### config.mk
export PLATFORM = sky130hd
export DESIGN_NAME = smcp_port
export DESIGN_NICKNAME = d
export VERILOG_FILES = /design/src/hw/smcp_sync.sv /design/src/hw/smcp_port.sv
export SDC_FILE = /design/constraint.sdc
export NUM_CORES = 1
export LEC_CHECK = 0
export BUFFER_PORTS_ARGS = -buffer_cell sky130_fd_sc_hd__buf_2
export CAP_MARGIN = 20
export CORE_MARGIN = 1
export CORE_UTILIZATION = 45
export DETAILED_ROUTE_END_ITERATION = 8
export GPL_TIMING_DRIVEN = 0
export PLACE_DENSITY = 0.73
export SETUP_SLACK_MARGIN = 0.2
export SLEW_MARGIN = 20
export SYNTH_ARGS = -nofsm -noshare
export SYNTH_HDL_FRONTEND = slang
export SYNTH_HIERARCHICAL = 1
export SYNTH_SLANG_ARGS = --single-unit
### constraint.sdc
create_clock -name ref_clk -period 8.3 [get_ports ref_clk]
set_clock_uncertainty 0.15 [all_clocks]
set_input_delay 1.66 -clock ref_clk [delete_from_list [all_inputs] [get_ports ref_clk]]
set_output_delay 1.66 -clock ref_clk [all_outputs]
set_load 0.01 [all_outputs]
### src/hw/smcp_sync.sv
package smcp_pkg;

  // ----------------------------------------
  // Serial word layout
  // ----------------------------------------
  localparam logic [4:0] CNT_DATA   = 5'h08;
  localparam logic [4:0] CNT_WORD   = 5'h10;
  localparam logic [4:0] CNT_WRAP   = 5'h17;
  localparam int         DIR_BIT    = 15;
  localparam int         IDX_MSB    = 14;
  localparam int         IDX_LSB    = 8;

  // ----------------------------------------
  // Mode register space
  // ----------------------------------------
  localparam int         NREG          = 20;
  localparam logic [6:0] IDX_FIRST     = 7'h01;
  localparam logic [6:0] IDX_LAST      = 7'h13;
  localparam logic [6:0] IDX_RSV_LO    = 7'h0d;
  localparam logic [6:0] IDX_RSV_HI    = 7'h0f;
  localparam int         IDX_READ_CTRL = 11;
  localparam int         INC_BIT       = 7;
  localparam logic [7:0] RST_MODE      = 8'h00;
  localparam logic [7:0] RST_READ_CTRL = 8'h01;

  // ----------------------------------------
  // APB map
  // ----------------------------------------
  localparam logic [11:0] OFS_MODE_LAST = 12'h04c;
  localparam logic [11:0] OFS_CTRL      = 12'h080;
  localparam logic [11:0] OFS_STAT      = 12'h084;
  localparam int          CTRL_EN_BIT   = 0;
  localparam logic        RST_CTRL_EN   = 1'b1;

  // ----------------------------------------
  // Timing
  // ----------------------------------------
  localparam int CLK_PERIOD_NS = 4;
  localparam int T_MOS_NS      = 30;
  localparam int MOS_CYC       = T_MOS_NS / CLK_PERIOD_NS;

  typedef enum logic [1:0] {
    SMCP_IDLE  = 2'b01,
    SMCP_FRAME = 2'b10
  } smcp_state_t;

endpackage

module smcp_sync #(
  parameter int W = 1
) (
  // Clock and reset
  input  wire logic         ref_clk,
  input  wire logic         rst,
  // Data
  input  wire logic [W-1:0] async_in,
  output logic      [W-1:0] sync_out
);

  logic [W-1:0] stage1_reg;

  always_ff @(posedge ref_clk or posedge rst)
  begin
    if (rst)
    begin
      stage1_reg <= '1;
      sync_out   <= '1;
    end
    else
    begin
      stage1_reg <= async_in;
      sync_out   <= stage1_reg;
    end
  end

endmodule

### src/hw/smcp_port.sv
// Functional notes
// - Four-wire port, asynchronous to audio; bit clock, strobe, data in, data out.
// - Write word is 16 bits: direction, seven-bit index, eight data bits.
// - Most significant bit is direction; zero means write.
// - Bits 14..8 select register, low byte is data for writes.
// - On strobe rise after sixteen pulses, data byte stored at index.
// - Direction one means read from pointer in register 11, index ignored.
// - Single read: output floats eight bits, then drives addressed register.
// - Auto-step set: successive registers read from pointer onward.
// - Auto-step read starts at first strobe fall after register 11 write.
// - During auto-step read, input bits after control word ignored.
// - Auto-step read floats eight clocks, then one byte per register.
// - Past register 19 the auto-step read wraps to register 1.
// - Readback output updates after each falling bit clock edge.
module smcp_port (
  // Clock and reset
  input  wire logic        ref_clk,
  input  wire logic        rst,
  // Control port pins
  input  wire logic        ctrl_bit_clock,
  input  wire logic        latch_strobe,
  input  wire logic        ctrl_serial_in,
  output logic             ctrl_serial_out,
  output logic             ctrl_serial_out_oe,
  // APB slave
  input  wire logic        psel,
  input  wire logic        penable,
  input  wire logic        pwrite,
  input  wire logic [11:0] paddr,
  input  wire logic [31:0] pwdata,
  output logic      [31:0] prdata,
  output logic             pready,
  output logic             pslverr
);

  // ----------------------------------------
  // Pin synchronisers and edge detect
  // ----------------------------------------
  logic [2:0] pins_s;
  logic       mc_s, ml_s, sin_s;
  logic       mc_d_reg, ml_d_reg;
  logic       mc_rise, mc_fall, ml_rise, ml_fall;

  // Same depth on all three pins keeps strobe/clock/data ordering intact
  smcp_sync #(.W(3)) u_sync (
    .ref_clk  (ref_clk),
    .rst      (rst),
    .async_in ({ctrl_bit_clock, latch_strobe, ctrl_serial_in}),
    .sync_out (pins_s)
  );

  assign mc_s    = pins_s[2];
  assign ml_s    = pins_s[1];
  assign sin_s   = pins_s[0];
  assign mc_rise = mc_s & ~mc_d_reg;
  assign mc_fall = ~mc_s & mc_d_reg;
  assign ml_rise = ml_s & ~ml_d_reg;
  assign ml_fall = ~ml_s & ml_d_reg;

  always_ff @(posedge ref_clk or posedge rst)
  begin
    if (rst)
    begin
      mc_d_reg <= 1'b0;
      ml_d_reg <= 1'b1;
    end
    else
    begin
      mc_d_reg <= mc_s;
      ml_d_reg <= ml_s;
    end
  end

  // ----------------------------------------
  // State
  // ----------------------------------------
  smcp_pkg::smcp_state_t state_reg, state_next;
  logic [15:0] shift_reg, shift_next;
  logic [4:0]  cnt_reg, cnt_next;
  logic        dir_reg, dir_next;
  logic        inc_reg, inc_next;
  logic [6:0]  ptr_reg, ptr_next;
  logic [7:0]  byte_reg, byte_next;
  logic        out_reg, out_next;
  logic        oe_reg, oe_next;
  logic [7:0]  mode_reg [smcp_pkg::NREG];
  logic        en_reg, en_next;
  logic [6:0]  last_idx_reg, last_idx_next;
  logic        wr_en;
  logic        reload;
  logic [7:0]  rd_byte;
  logic [6:0]  wr_idx;

  // Reserved and absent indices neither store nor read back
  function automatic logic idx_ok(input logic [6:0] idx);
    idx_ok = (idx >= smcp_pkg::IDX_FIRST) && (idx <= smcp_pkg::IDX_LAST) &&
             !((idx >= smcp_pkg::IDX_RSV_LO) && (idx <= smcp_pkg::IDX_RSV_HI));
  endfunction

  function automatic logic [7:0] mode_rd(input logic [6:0] idx);
    mode_rd = 8'h00;
    for (int i = 0; i < smcp_pkg::NREG; i++)
      if (idx_ok(idx) && idx == 7'(i))
        mode_rd = mode_reg[i];
  endfunction

  assign wr_idx  = shift_reg[smcp_pkg::IDX_MSB:smcp_pkg::IDX_LSB];
  assign rd_byte = mode_rd(ptr_reg);
  assign reload  = (state_reg == smcp_pkg::SMCP_FRAME) && !ml_rise && en_reg && mc_fall && dir_reg &&
                   ((cnt_reg == smcp_pkg::CNT_DATA) || (cnt_reg == smcp_pkg::CNT_WORD));

  // ----------------------------------------
  // Serial engine
  // ----------------------------------------
  always_comb
  begin
    state_next = state_reg;
    shift_next = shift_reg;
    cnt_next   = cnt_reg;
    dir_next   = dir_reg;
    inc_next   = inc_reg;
    ptr_next   = ptr_reg;
    byte_next  = byte_reg;
    out_next   = out_reg;
    oe_next    = oe_reg;
    wr_en      = 1'b0;
    case (state_reg)
      smcp_pkg::SMCP_IDLE:
      begin
        oe_next = 1'b0;
        if (ml_fall && en_reg)
        begin
          // Pointer and step mode fixed per frame from register 11
          state_next = smcp_pkg::SMCP_FRAME;
          cnt_next   = 5'h00;
          dir_next   = 1'b0;
          ptr_next   = mode_reg[smcp_pkg::IDX_READ_CTRL][6:0];
          inc_next   = mode_reg[smcp_pkg::IDX_READ_CTRL][smcp_pkg::INC_BIT];
        end
      end
      smcp_pkg::SMCP_FRAME:
      begin
        if (ml_rise || !en_reg)
        begin
          // Write only when at least a full word arrived; pulses after the sixteenth are ignored
          wr_en      = ml_rise && en_reg && !dir_reg && (cnt_reg == smcp_pkg::CNT_WORD) &&
                       idx_ok(wr_idx);
          state_next = smcp_pkg::SMCP_IDLE;
          oe_next    = 1'b0;
        end
        else
        begin
          if (mc_rise)
          begin
            if (cnt_reg < smcp_pkg::CNT_WORD && !(dir_reg && cnt_reg >= smcp_pkg::CNT_DATA))
              shift_next = {shift_reg[14:0], sin_s};
            if (cnt_reg == 5'h00)
              dir_next = sin_s;
            if (dir_reg && cnt_reg == smcp_pkg::CNT_WRAP)
              cnt_next = smcp_pkg::CNT_WORD;
            else if (!(cnt_reg == smcp_pkg::CNT_WORD && !dir_reg))
              cnt_next = cnt_reg + 5'h01;
          end
          if (mc_fall && dir_reg && cnt_reg >= smcp_pkg::CNT_DATA)
          begin
            if (reload)
            begin
              byte_next = rd_byte;
              out_next  = rd_byte[7];
              oe_next   = 1'b1;
              if (inc_reg)
                ptr_next = (ptr_reg >= smcp_pkg::IDX_LAST) ? smcp_pkg::IDX_FIRST : ptr_reg + 7'h01;
            end
            else
              out_next = byte_reg[~cnt_reg[2:0]];
          end
        end
      end
      default:
      begin
        state_next = smcp_pkg::SMCP_IDLE;
        oe_next    = 1'b0;
      end
    endcase
  end

  always_ff @(posedge ref_clk or posedge rst)
  begin
    if (rst)
    begin
      state_reg <= smcp_pkg::SMCP_IDLE;
      shift_reg <= 16'h0000;
      cnt_reg   <= 5'h00;
      dir_reg   <= 1'b0;
      inc_reg   <= 1'b0;
      ptr_reg   <= 7'h00;
      byte_reg  <= 8'h00;
      out_reg   <= 1'b0;
      oe_reg    <= 1'b0;
    end
    else
    begin
      state_reg <= state_next;
      shift_reg <= shift_next;
      cnt_reg   <= cnt_next;
      dir_reg   <= dir_next;
      inc_reg   <= inc_next;
      ptr_reg   <= ptr_next;
      byte_reg  <= byte_next;
      out_reg   <= out_next;
      oe_reg    <= oe_next;
    end
  end

  assign ctrl_serial_out    = out_reg;
  assign ctrl_serial_out_oe = oe_reg;

  // ----------------------------------------
  // Mode registers
  // ----------------------------------------
  always_ff @(posedge ref_clk or posedge rst)
  begin
    if (rst)
    begin
      for (int i = 0; i < smcp_pkg::NREG; i++)
        mode_reg[i] <= (i == smcp_pkg::IDX_READ_CTRL) ? smcp_pkg::RST_READ_CTRL : smcp_pkg::RST_MODE;
    end
    else if (wr_en)
    begin
      for (int i = 0; i < smcp_pkg::NREG; i++)
        if (wr_idx == 7'(i))
          mode_reg[i] <= shift_reg[7:0];
    end
  end

  // ----------------------------------------
  // APB slave
  // ----------------------------------------
  logic        apb_setup, apb_wr, addr_ok;
  logic [31:0] rdata_next;

  assign pready    = 1'b1;
  assign apb_setup = psel && !penable;
  assign apb_wr    = psel && penable && pwrite;
  assign addr_ok   = (paddr[1:0] == 2'b00) &&
                     ((paddr <= smcp_pkg::OFS_MODE_LAST) || (paddr == smcp_pkg::OFS_CTRL) ||
                      (paddr == smcp_pkg::OFS_STAT));
  // Mode registers belong to the serial host; APB only mirrors them
  assign pslverr   = psel && penable && (!addr_ok || (pwrite && paddr != smcp_pkg::OFS_CTRL));

  always_comb
  begin
    rdata_next    = 32'h0000_0000;
    en_next       = en_reg;
    last_idx_next = wr_en ? wr_idx : last_idx_reg;
    if (paddr <= smcp_pkg::OFS_MODE_LAST)
      rdata_next = {24'h00_0000, mode_rd(paddr[8:2])};
    else if (paddr == smcp_pkg::OFS_CTRL)
      rdata_next = {31'h0000_0000, en_reg};
    else if (paddr == smcp_pkg::OFS_STAT)
      rdata_next = {16'h0000, 1'b0, last_idx_reg, 3'h0, inc_reg, dir_reg, oe_reg,
                    state_reg == smcp_pkg::SMCP_FRAME, 1'b0};
    if (apb_wr && paddr == smcp_pkg::OFS_CTRL)
      en_next = pwdata[smcp_pkg::CTRL_EN_BIT];
  end

  always_ff @(posedge ref_clk or posedge rst)
  begin
    if (rst)
    begin
      prdata       <= 32'h0000_0000;
      en_reg       <= smcp_pkg::RST_CTRL_EN;
      last_idx_reg <= 7'h00;
    end
    else
    begin
      if (apb_setup)
        prdata <= rdata_next;
      en_reg       <= en_next;
      last_idx_reg <= last_idx_next;
    end
  end

  // ----------------------------------------
  // Checks
  // ----------------------------------------
  AST_WRITE_STORES: assert property (@(posedge ref_clk) disable iff (rst)
    wr_en |=> mode_rd($past(wr_idx)) == $past(shift_reg[7:0]))
    else $error("write word not stored");
  AST_READ_NO_WRITE: assert property (@(posedge ref_clk) disable iff (rst)
    (state_reg == smcp_pkg::SMCP_FRAME && dir_reg) |-> !wr_en)
    else $error("read frame wrote a register");
  AST_FLOAT_FIRST8: assert property (@(posedge ref_clk) disable iff (rst)
    (state_reg == smcp_pkg::SMCP_FRAME && cnt_reg < smcp_pkg::CNT_DATA) |-> !oe_reg)
    else $error("output driven during first eight bits");
  AST_FLOAT_ON_RISE: assert property (@(posedge ref_clk) disable iff (rst)
    (state_reg == smcp_pkg::SMCP_FRAME && ml_rise) |=> !oe_reg ##1 !oe_reg)
    else $error("output not released at strobe rise");
  AST_MSB_FIRST: assert property (@(posedge ref_clk) disable iff (rst)
    reload |=> oe_reg && ctrl_serial_out == $past(rd_byte[7]))
    else $error("readback byte not started with its top bit");
  AST_FALL_ONLY: assert property (@(posedge ref_clk) disable iff (rst)
    $changed(out_reg) |-> $past(mc_fall))
    else $error("readback changed away from a falling edge");
  AST_STEP: assert property (@(posedge ref_clk) disable iff (rst)
    (reload && inc_reg && ptr_reg < smcp_pkg::IDX_LAST) |=> ptr_reg == $past(ptr_reg) + 7'h01)
    else $error("auto-step pointer did not advance");
  AST_WRAP: assert property (@(posedge ref_clk) disable iff (rst)
    (reload && inc_reg && ptr_reg == smcp_pkg::IDX_LAST) |=> ptr_reg == smcp_pkg::IDX_FIRST)
    else $error("auto-step pointer did not wrap");
  AST_PTR_LOAD: assert property (@(posedge ref_clk) disable iff (rst)
    (state_reg == smcp_pkg::SMCP_IDLE && ml_fall && en_reg) |=>
      ptr_reg == $past(mode_reg[smcp_pkg::IDX_READ_CTRL][6:0]))
    else $error("read pointer not taken at strobe fall");
  AST_SAMPLE: assert property (@(posedge ref_clk) disable iff (rst)
    (state_reg == smcp_pkg::SMCP_FRAME && mc_rise && !ml_rise && en_reg && cnt_reg < smcp_pkg::CNT_DATA)
      |=> shift_reg[0] == $past(sin_s))
    else $error("input bit not sampled on rising edge");
  AST_IGNORE: assert property (@(posedge ref_clk) disable iff (rst)
    (state_reg == smcp_pkg::SMCP_FRAME && dir_reg && cnt_reg >= smcp_pkg::CNT_DATA) |=> $stable(shift_reg))
    else $error("input taken after control word on read");

endmodule

=== Yosys cells after proc, flatten, opt, wreduce, memory -nomap -nowiden ===
Cells that the tools add are included.

* Bits in latches: 0
* Memory bits (read-only): 0
* Memories kept: 0
* Input port bits: 52
* RAM bits: 0
* Logic and storage cells: 335
* Register bits: 249

* Multiply operators: 0
* Shift operators: 0
* Order comparisons: 17
* Reductions and logical operators: 121
* Bitwise logic cells: 10
* Divide/modulo/power cells: 0
* Eq/ne operators: 76
* Add/subtract/negate cells: 2
* Multiplexer cells: 73

{| class="wikitable"
|+ Operators with widths
! kind !! count
|-
| $mux 8 || 40
|-
| $eq 7x4->1 const B || 24
|-
| $eq 7x3->1 const B || 12
|-
| $eq 7x5->1 const B || 12
|-
| $logic_and 1x1->1 || 72
|-
| $reduce_and 2->1 || 23
|-
| $mux 15 || 3
|-
| $eq 7x2->1 const B || 6
|-
| $mux 7 || 6
|-
| $mux 5 || 5
|-
| $eq 12x8->1 const B || 2
|-
| $eq 7x1->1 const B || 3
|-
| $ge 7x1->1 const B || 3
|-
| $ge 7x4->1 const B || 3
|-
| $le 7x4->1 const B || 3
|-
| $le 7x5->1 const B || 3
|-
| $logic_not 7->1 || 3
|-
| $pmux 7 s2 || 1
|-
| $le 12x7->1 const B || 1
|-
| $mux 1 || 12
|-
| $ne 12x8->1 const B || 1
|-
| $eq 5x5->1 const B || 2
|-
| $ne 2x2->1 const B || 5
|-
| $pmux 5 s2 || 1
|-
| 29 further kinds || 53
|}

=== Logic depth before layout (Yosys ltp) ===
* Word-level depth: 26
* Gate-level depth with buffers: 10

=== Hierarchy ===
Netlist, hierarchy kept.

{| class="wikitable"
|+ By module, submodules not included
! module !! area each (sq um) !! instances !! cells each !! seq. area each (sq um)
|-
| smcp_port || 12215.5 || 1 || 1196 || 5660.4
|-
| smcp_sync || 161.4 || 1 || 7 || 157.7
|}

=== Least setup slack after synthesis ===
OpenSTA, ideal clock, no wires.

* Path type: in2out
* From: input port paddr[2]
* To: output port pslverr
* Cell stages on the path: 8
* Required time: 6.490 ns
* Path slack: 3.373 ns
* Arrival time: 3.117 ns
* Cell sequence: buf_1 > buf_2 > nand2b_1 > nor2_1 > clkbuf_1 > nor2_1 > o21ai_0 > a21oi_1

* Cells in the longest elaborated chain, start to end: 7

{| class="wikitable"
|+ RTL lines
! item !! RTL line !! RTL
|-
| from (decl) || smcp_port.sv:29 || <nowiki>input wire logic [11:0] paddr,</nowiki>
|-
| $le 12x7->1 / $eq 12x8->1 (equally long branches) || smcp_port.sv:246 || <nowiki>((paddr <= smcp_pkg::OFS_MODE_LAST) || (paddr == smcp_pkg::OFS_CTRL) ||</nowiki>
|-
| $logic_or 1x1->1 (2 in series) || smcp_port.sv:246 ||
|-
| $logic_and 1x1->1 || smcp_port.sv:245 || <nowiki>assign addr_ok = (paddr[1:0] == 2'b00) &&</nowiki>
|-
| $logic_not 1->1 || smcp_port.sv:249 || <nowiki>assign pslverr = psel && penable && (!addr_ok || (pwrite && paddr != smcp_pkg::OFS_CTRL));</nowiki>
|-
| $logic_or 1x1->1 (*) || smcp_port.sv:249 ||
|-
| $logic_and 1x1->1 (*) || smcp_port.sv:249 ||
|-
| to (decl) || smcp_port.sv:33 || <nowiki>output logic pslverr</nowiki>
|}

Mark *: on every way between the ends. The rest lies on a longest branch, timed or not.

=== Final worst setup path ===
Same ends and word-level chain as after synthesis.

==> key figures <==
Setup path
  – Max stage delay on crit path: approximately 620 ps
  – Worst Path Class, Setup: in2out
  – Critical Path Start Type: input pin
  – Crit path depth: 10
  – Worst-path fanout max: 10
  – CP Capture Type: output port
  – Slowest CP cell: buf_1
  – FF-to-FF path depth: 10
  – CP bufs+invs: 5
  – Top cell by count, worst path: buf_2
  – WP data required: 6490 ps
  – Worst-path cell chain: buf_2 > buf_1 > buf_2 > nand2b_1 > nor2_1 > clkbuf_1 > nor2_1 > o21ai_0 > a21oi_1 > buf_2
  – R2R Path Start: ptr_reg[0]
  – Critical path startpoint: paddr[2]
  – Arr. time, crit path: about 4300 ps
  – Crit path max-delay family: buffers and inverters
  – Setup slack, reg-to-reg: 3940 ps

Synth
  – Post-synth top cells: 222 x dfrtp_1, 149 x mux2_2, 90 x nand2_1
  – Cell area after synthesis: 0.01238 mm^2
  – Main flop type after synthesis: dfrtp_1
  – Ranking of synthesized cells by area: dfrtp_1 45%, mux2_2 14%, o21ai_0 3.5%
  – Gate Count Post-Synth: roughly 1200
  – Synth Warn #: 6
  – Most common cell in the netlist: dfrtp_1
  – Synth top area share: 0.4488
  – Ys async rst share: 1.000
  – EDFF count, synth: 0
  – Synth unique cells: 76
  – Synth Register Bits: about 230
  – Cell taking the most area after synthesis: dfrtp_1
  – Syn Area/Cell: 10.29 um^2
  – Register area share after synthesis: 0.4701

Routing
  – DRC Markers: 0
  – Wire length after detailed routing: between 40000 and 50000 um
  – 1st-iter DRT viols: roughly 1500
  – Vias: 10480
  – Antenna Nets Post-Route: 0
  – Number of detailed-route iterations in the first pass: 6
  – WL/cell: 27.28 um
  – Vias/cell: 6.368

CTS
  – Post-CTS Resized: 0
  – CTS tree: done
  – CTS Sinks: 232
  – CTS H-Tree Depth: 1
  – Clk buf depth: 3
  – Clock-pin slew on the worst setup and hold paths: 60 ps
  – Clock Latency Late Sink: ~540 ps
  – CTS Root Cell: clkbuf_16
  – Postcts setup bufs: 0
  – Total CTS buffers: 26
  – Hold buffer count at cts: 0

Pwr
  – Power Dens Cells: approximately 180 mW/mm^2
  – Max rail drop VDD: roughly 0.00014 V
  – P_leak: 6.414 nW

Worst hold path
  – Hold depth: 0
  – Min-Delay Path Class: reg2reg
  – Worst Hold Launch: u_sync/stage1_reg[2]

Timing
  – Final worst-path cycle share: 0.7385
  – Final setup viols: 0
  – Fmax: 163.1 MHz
  – Slew @ Worst Pin: about 1200 ps
  – RSZ-0062 raised after global routing: false
  – Final Hold Viols: 0
  – Relative slew margins: 0.1941
  – Max Slew Vio Count: 0
  – Tmin final: ~6000 ps

Cells and area
  – Area delta synth->final: 12.91%
  – Max reg flops: 160
  – Post-layout util: 0.5185
  – Post-Layout Cell Count: roughly 1600
  – Fin nets: roughly 1300
  – Antenna diode count: 0
  – FILL cells: 2401
  – Fraction of layout cells with a size suffix above 1: 0.2383

Die
  – # rows: 60
  – Number of I/O pins: between 80 and 90
  – Initial Util: 0.4592
  – Chip width: 167.8 um
  – DIE AREA: 0.02817 mm^2
  – Core area: about 0.027 mm^2
  – Die Y: 167.8 um

GRT
  – Vias in the first global route: 10340
  – Global-route wire length before repair: between 60000 and 70000 um
  – Gr ovfl total: 0
  – Largest net degree at the start of global routing: 101
  – Initial antenna violation count: 0
  – GRT Resource Usage Total: 0.3249

Flow run
  – Max Cap Viol: 0

Placement
  – I/O Buffers: 36
  – Detail Placement HPWL: between 30000 and 40000 um
  – Placed instance count: about 1600
  – GP Congestion: 1.030

Run status
  – Status: finished, final reports clean
-- metrics by stage --
stage                     instance area, um^2  hold slack, ps  TNS [ps]  setup WS (ps)  power, mW
after global placement                  13040           197.8   -464460          -2129      1.412
after global routing                    13970           208.2         0           1910      2.630
after detailed placement                13110           199.0         0           2188      1.417
final                                   13970           206.3         0           2170      2.566
after CTS                               13970           206.5         0           2177      2.569
after floorplan                         12440           195.2         0          305.4      1.312
-- power by group --
part | switching [mW] | total, mW | internal (mW)
logic | 0.190 | 0.259 | 0.0696
clock network | 0.476 | 1.16 | 0.681
registers | 0.0106 | 1.15 | 1.14
-- path summary, 6_finish.rpt --
path                                            to
min in group asynchronous                prdata[4]
worst min register to register  u_sync/sync_out[2]
worst max-delay path                       pslverr
worst max register to register         byte_reg[0]
worst min-delay path            u_sync/sync_out[2]
max in group asynchronous             mode_reg[91]
-- kinds of logic after synthesis --
group,share of synthesized area
adders and majority gates,0.006065
xor gates and xnor gates,0.001416
AOI/OAI and AO/OA,0.1543
and+or+nand+nor,0.1480
DFF,0.4701
muxes,0.1661
other,0.0006068
buffers and inverters,0.05348
-- layer usage --
layer	wire (um)	share of wire	up-vias	global-route usage
met5	47	0.0010	-	0.01217
met3	4987	0.11	130	0.08181
met2	19020	0.42	646	0.4703
met1	18710	0.42	5172	0.4578
li1	-	-	4532	-
met4	2152	0.048	2	0.1456
-- cells in the final DEF (no fill, tap or decap), drive strengths merged, types with 18 or more instances in the layout --
cell	instances
a21oi	65
buf	76
clkbuf	120
conb	18
dfrtp	222
inv	29
mux2	157
nand2	90
nand3	38
nand4	19
nor2	86
nor3	21
o21ai	86
o22ai	20
-- area by class of cell --
cell class,count,area [um^2],share of cell area
multi-input cells,838,5962,0.4266
flip-flops and latches,232,5818,0.4163
clock buffers,39,780.7,0.05587
plain buffers,119,549.3,0.03931
well taps,341,426.7,0.03053
repair buffers,38,235.2,0.01683
inverters,30,120.1,0.008595
clock inverters,9,82.58,0.005909
Note: power is estimated with default switching activity, not from simulation.
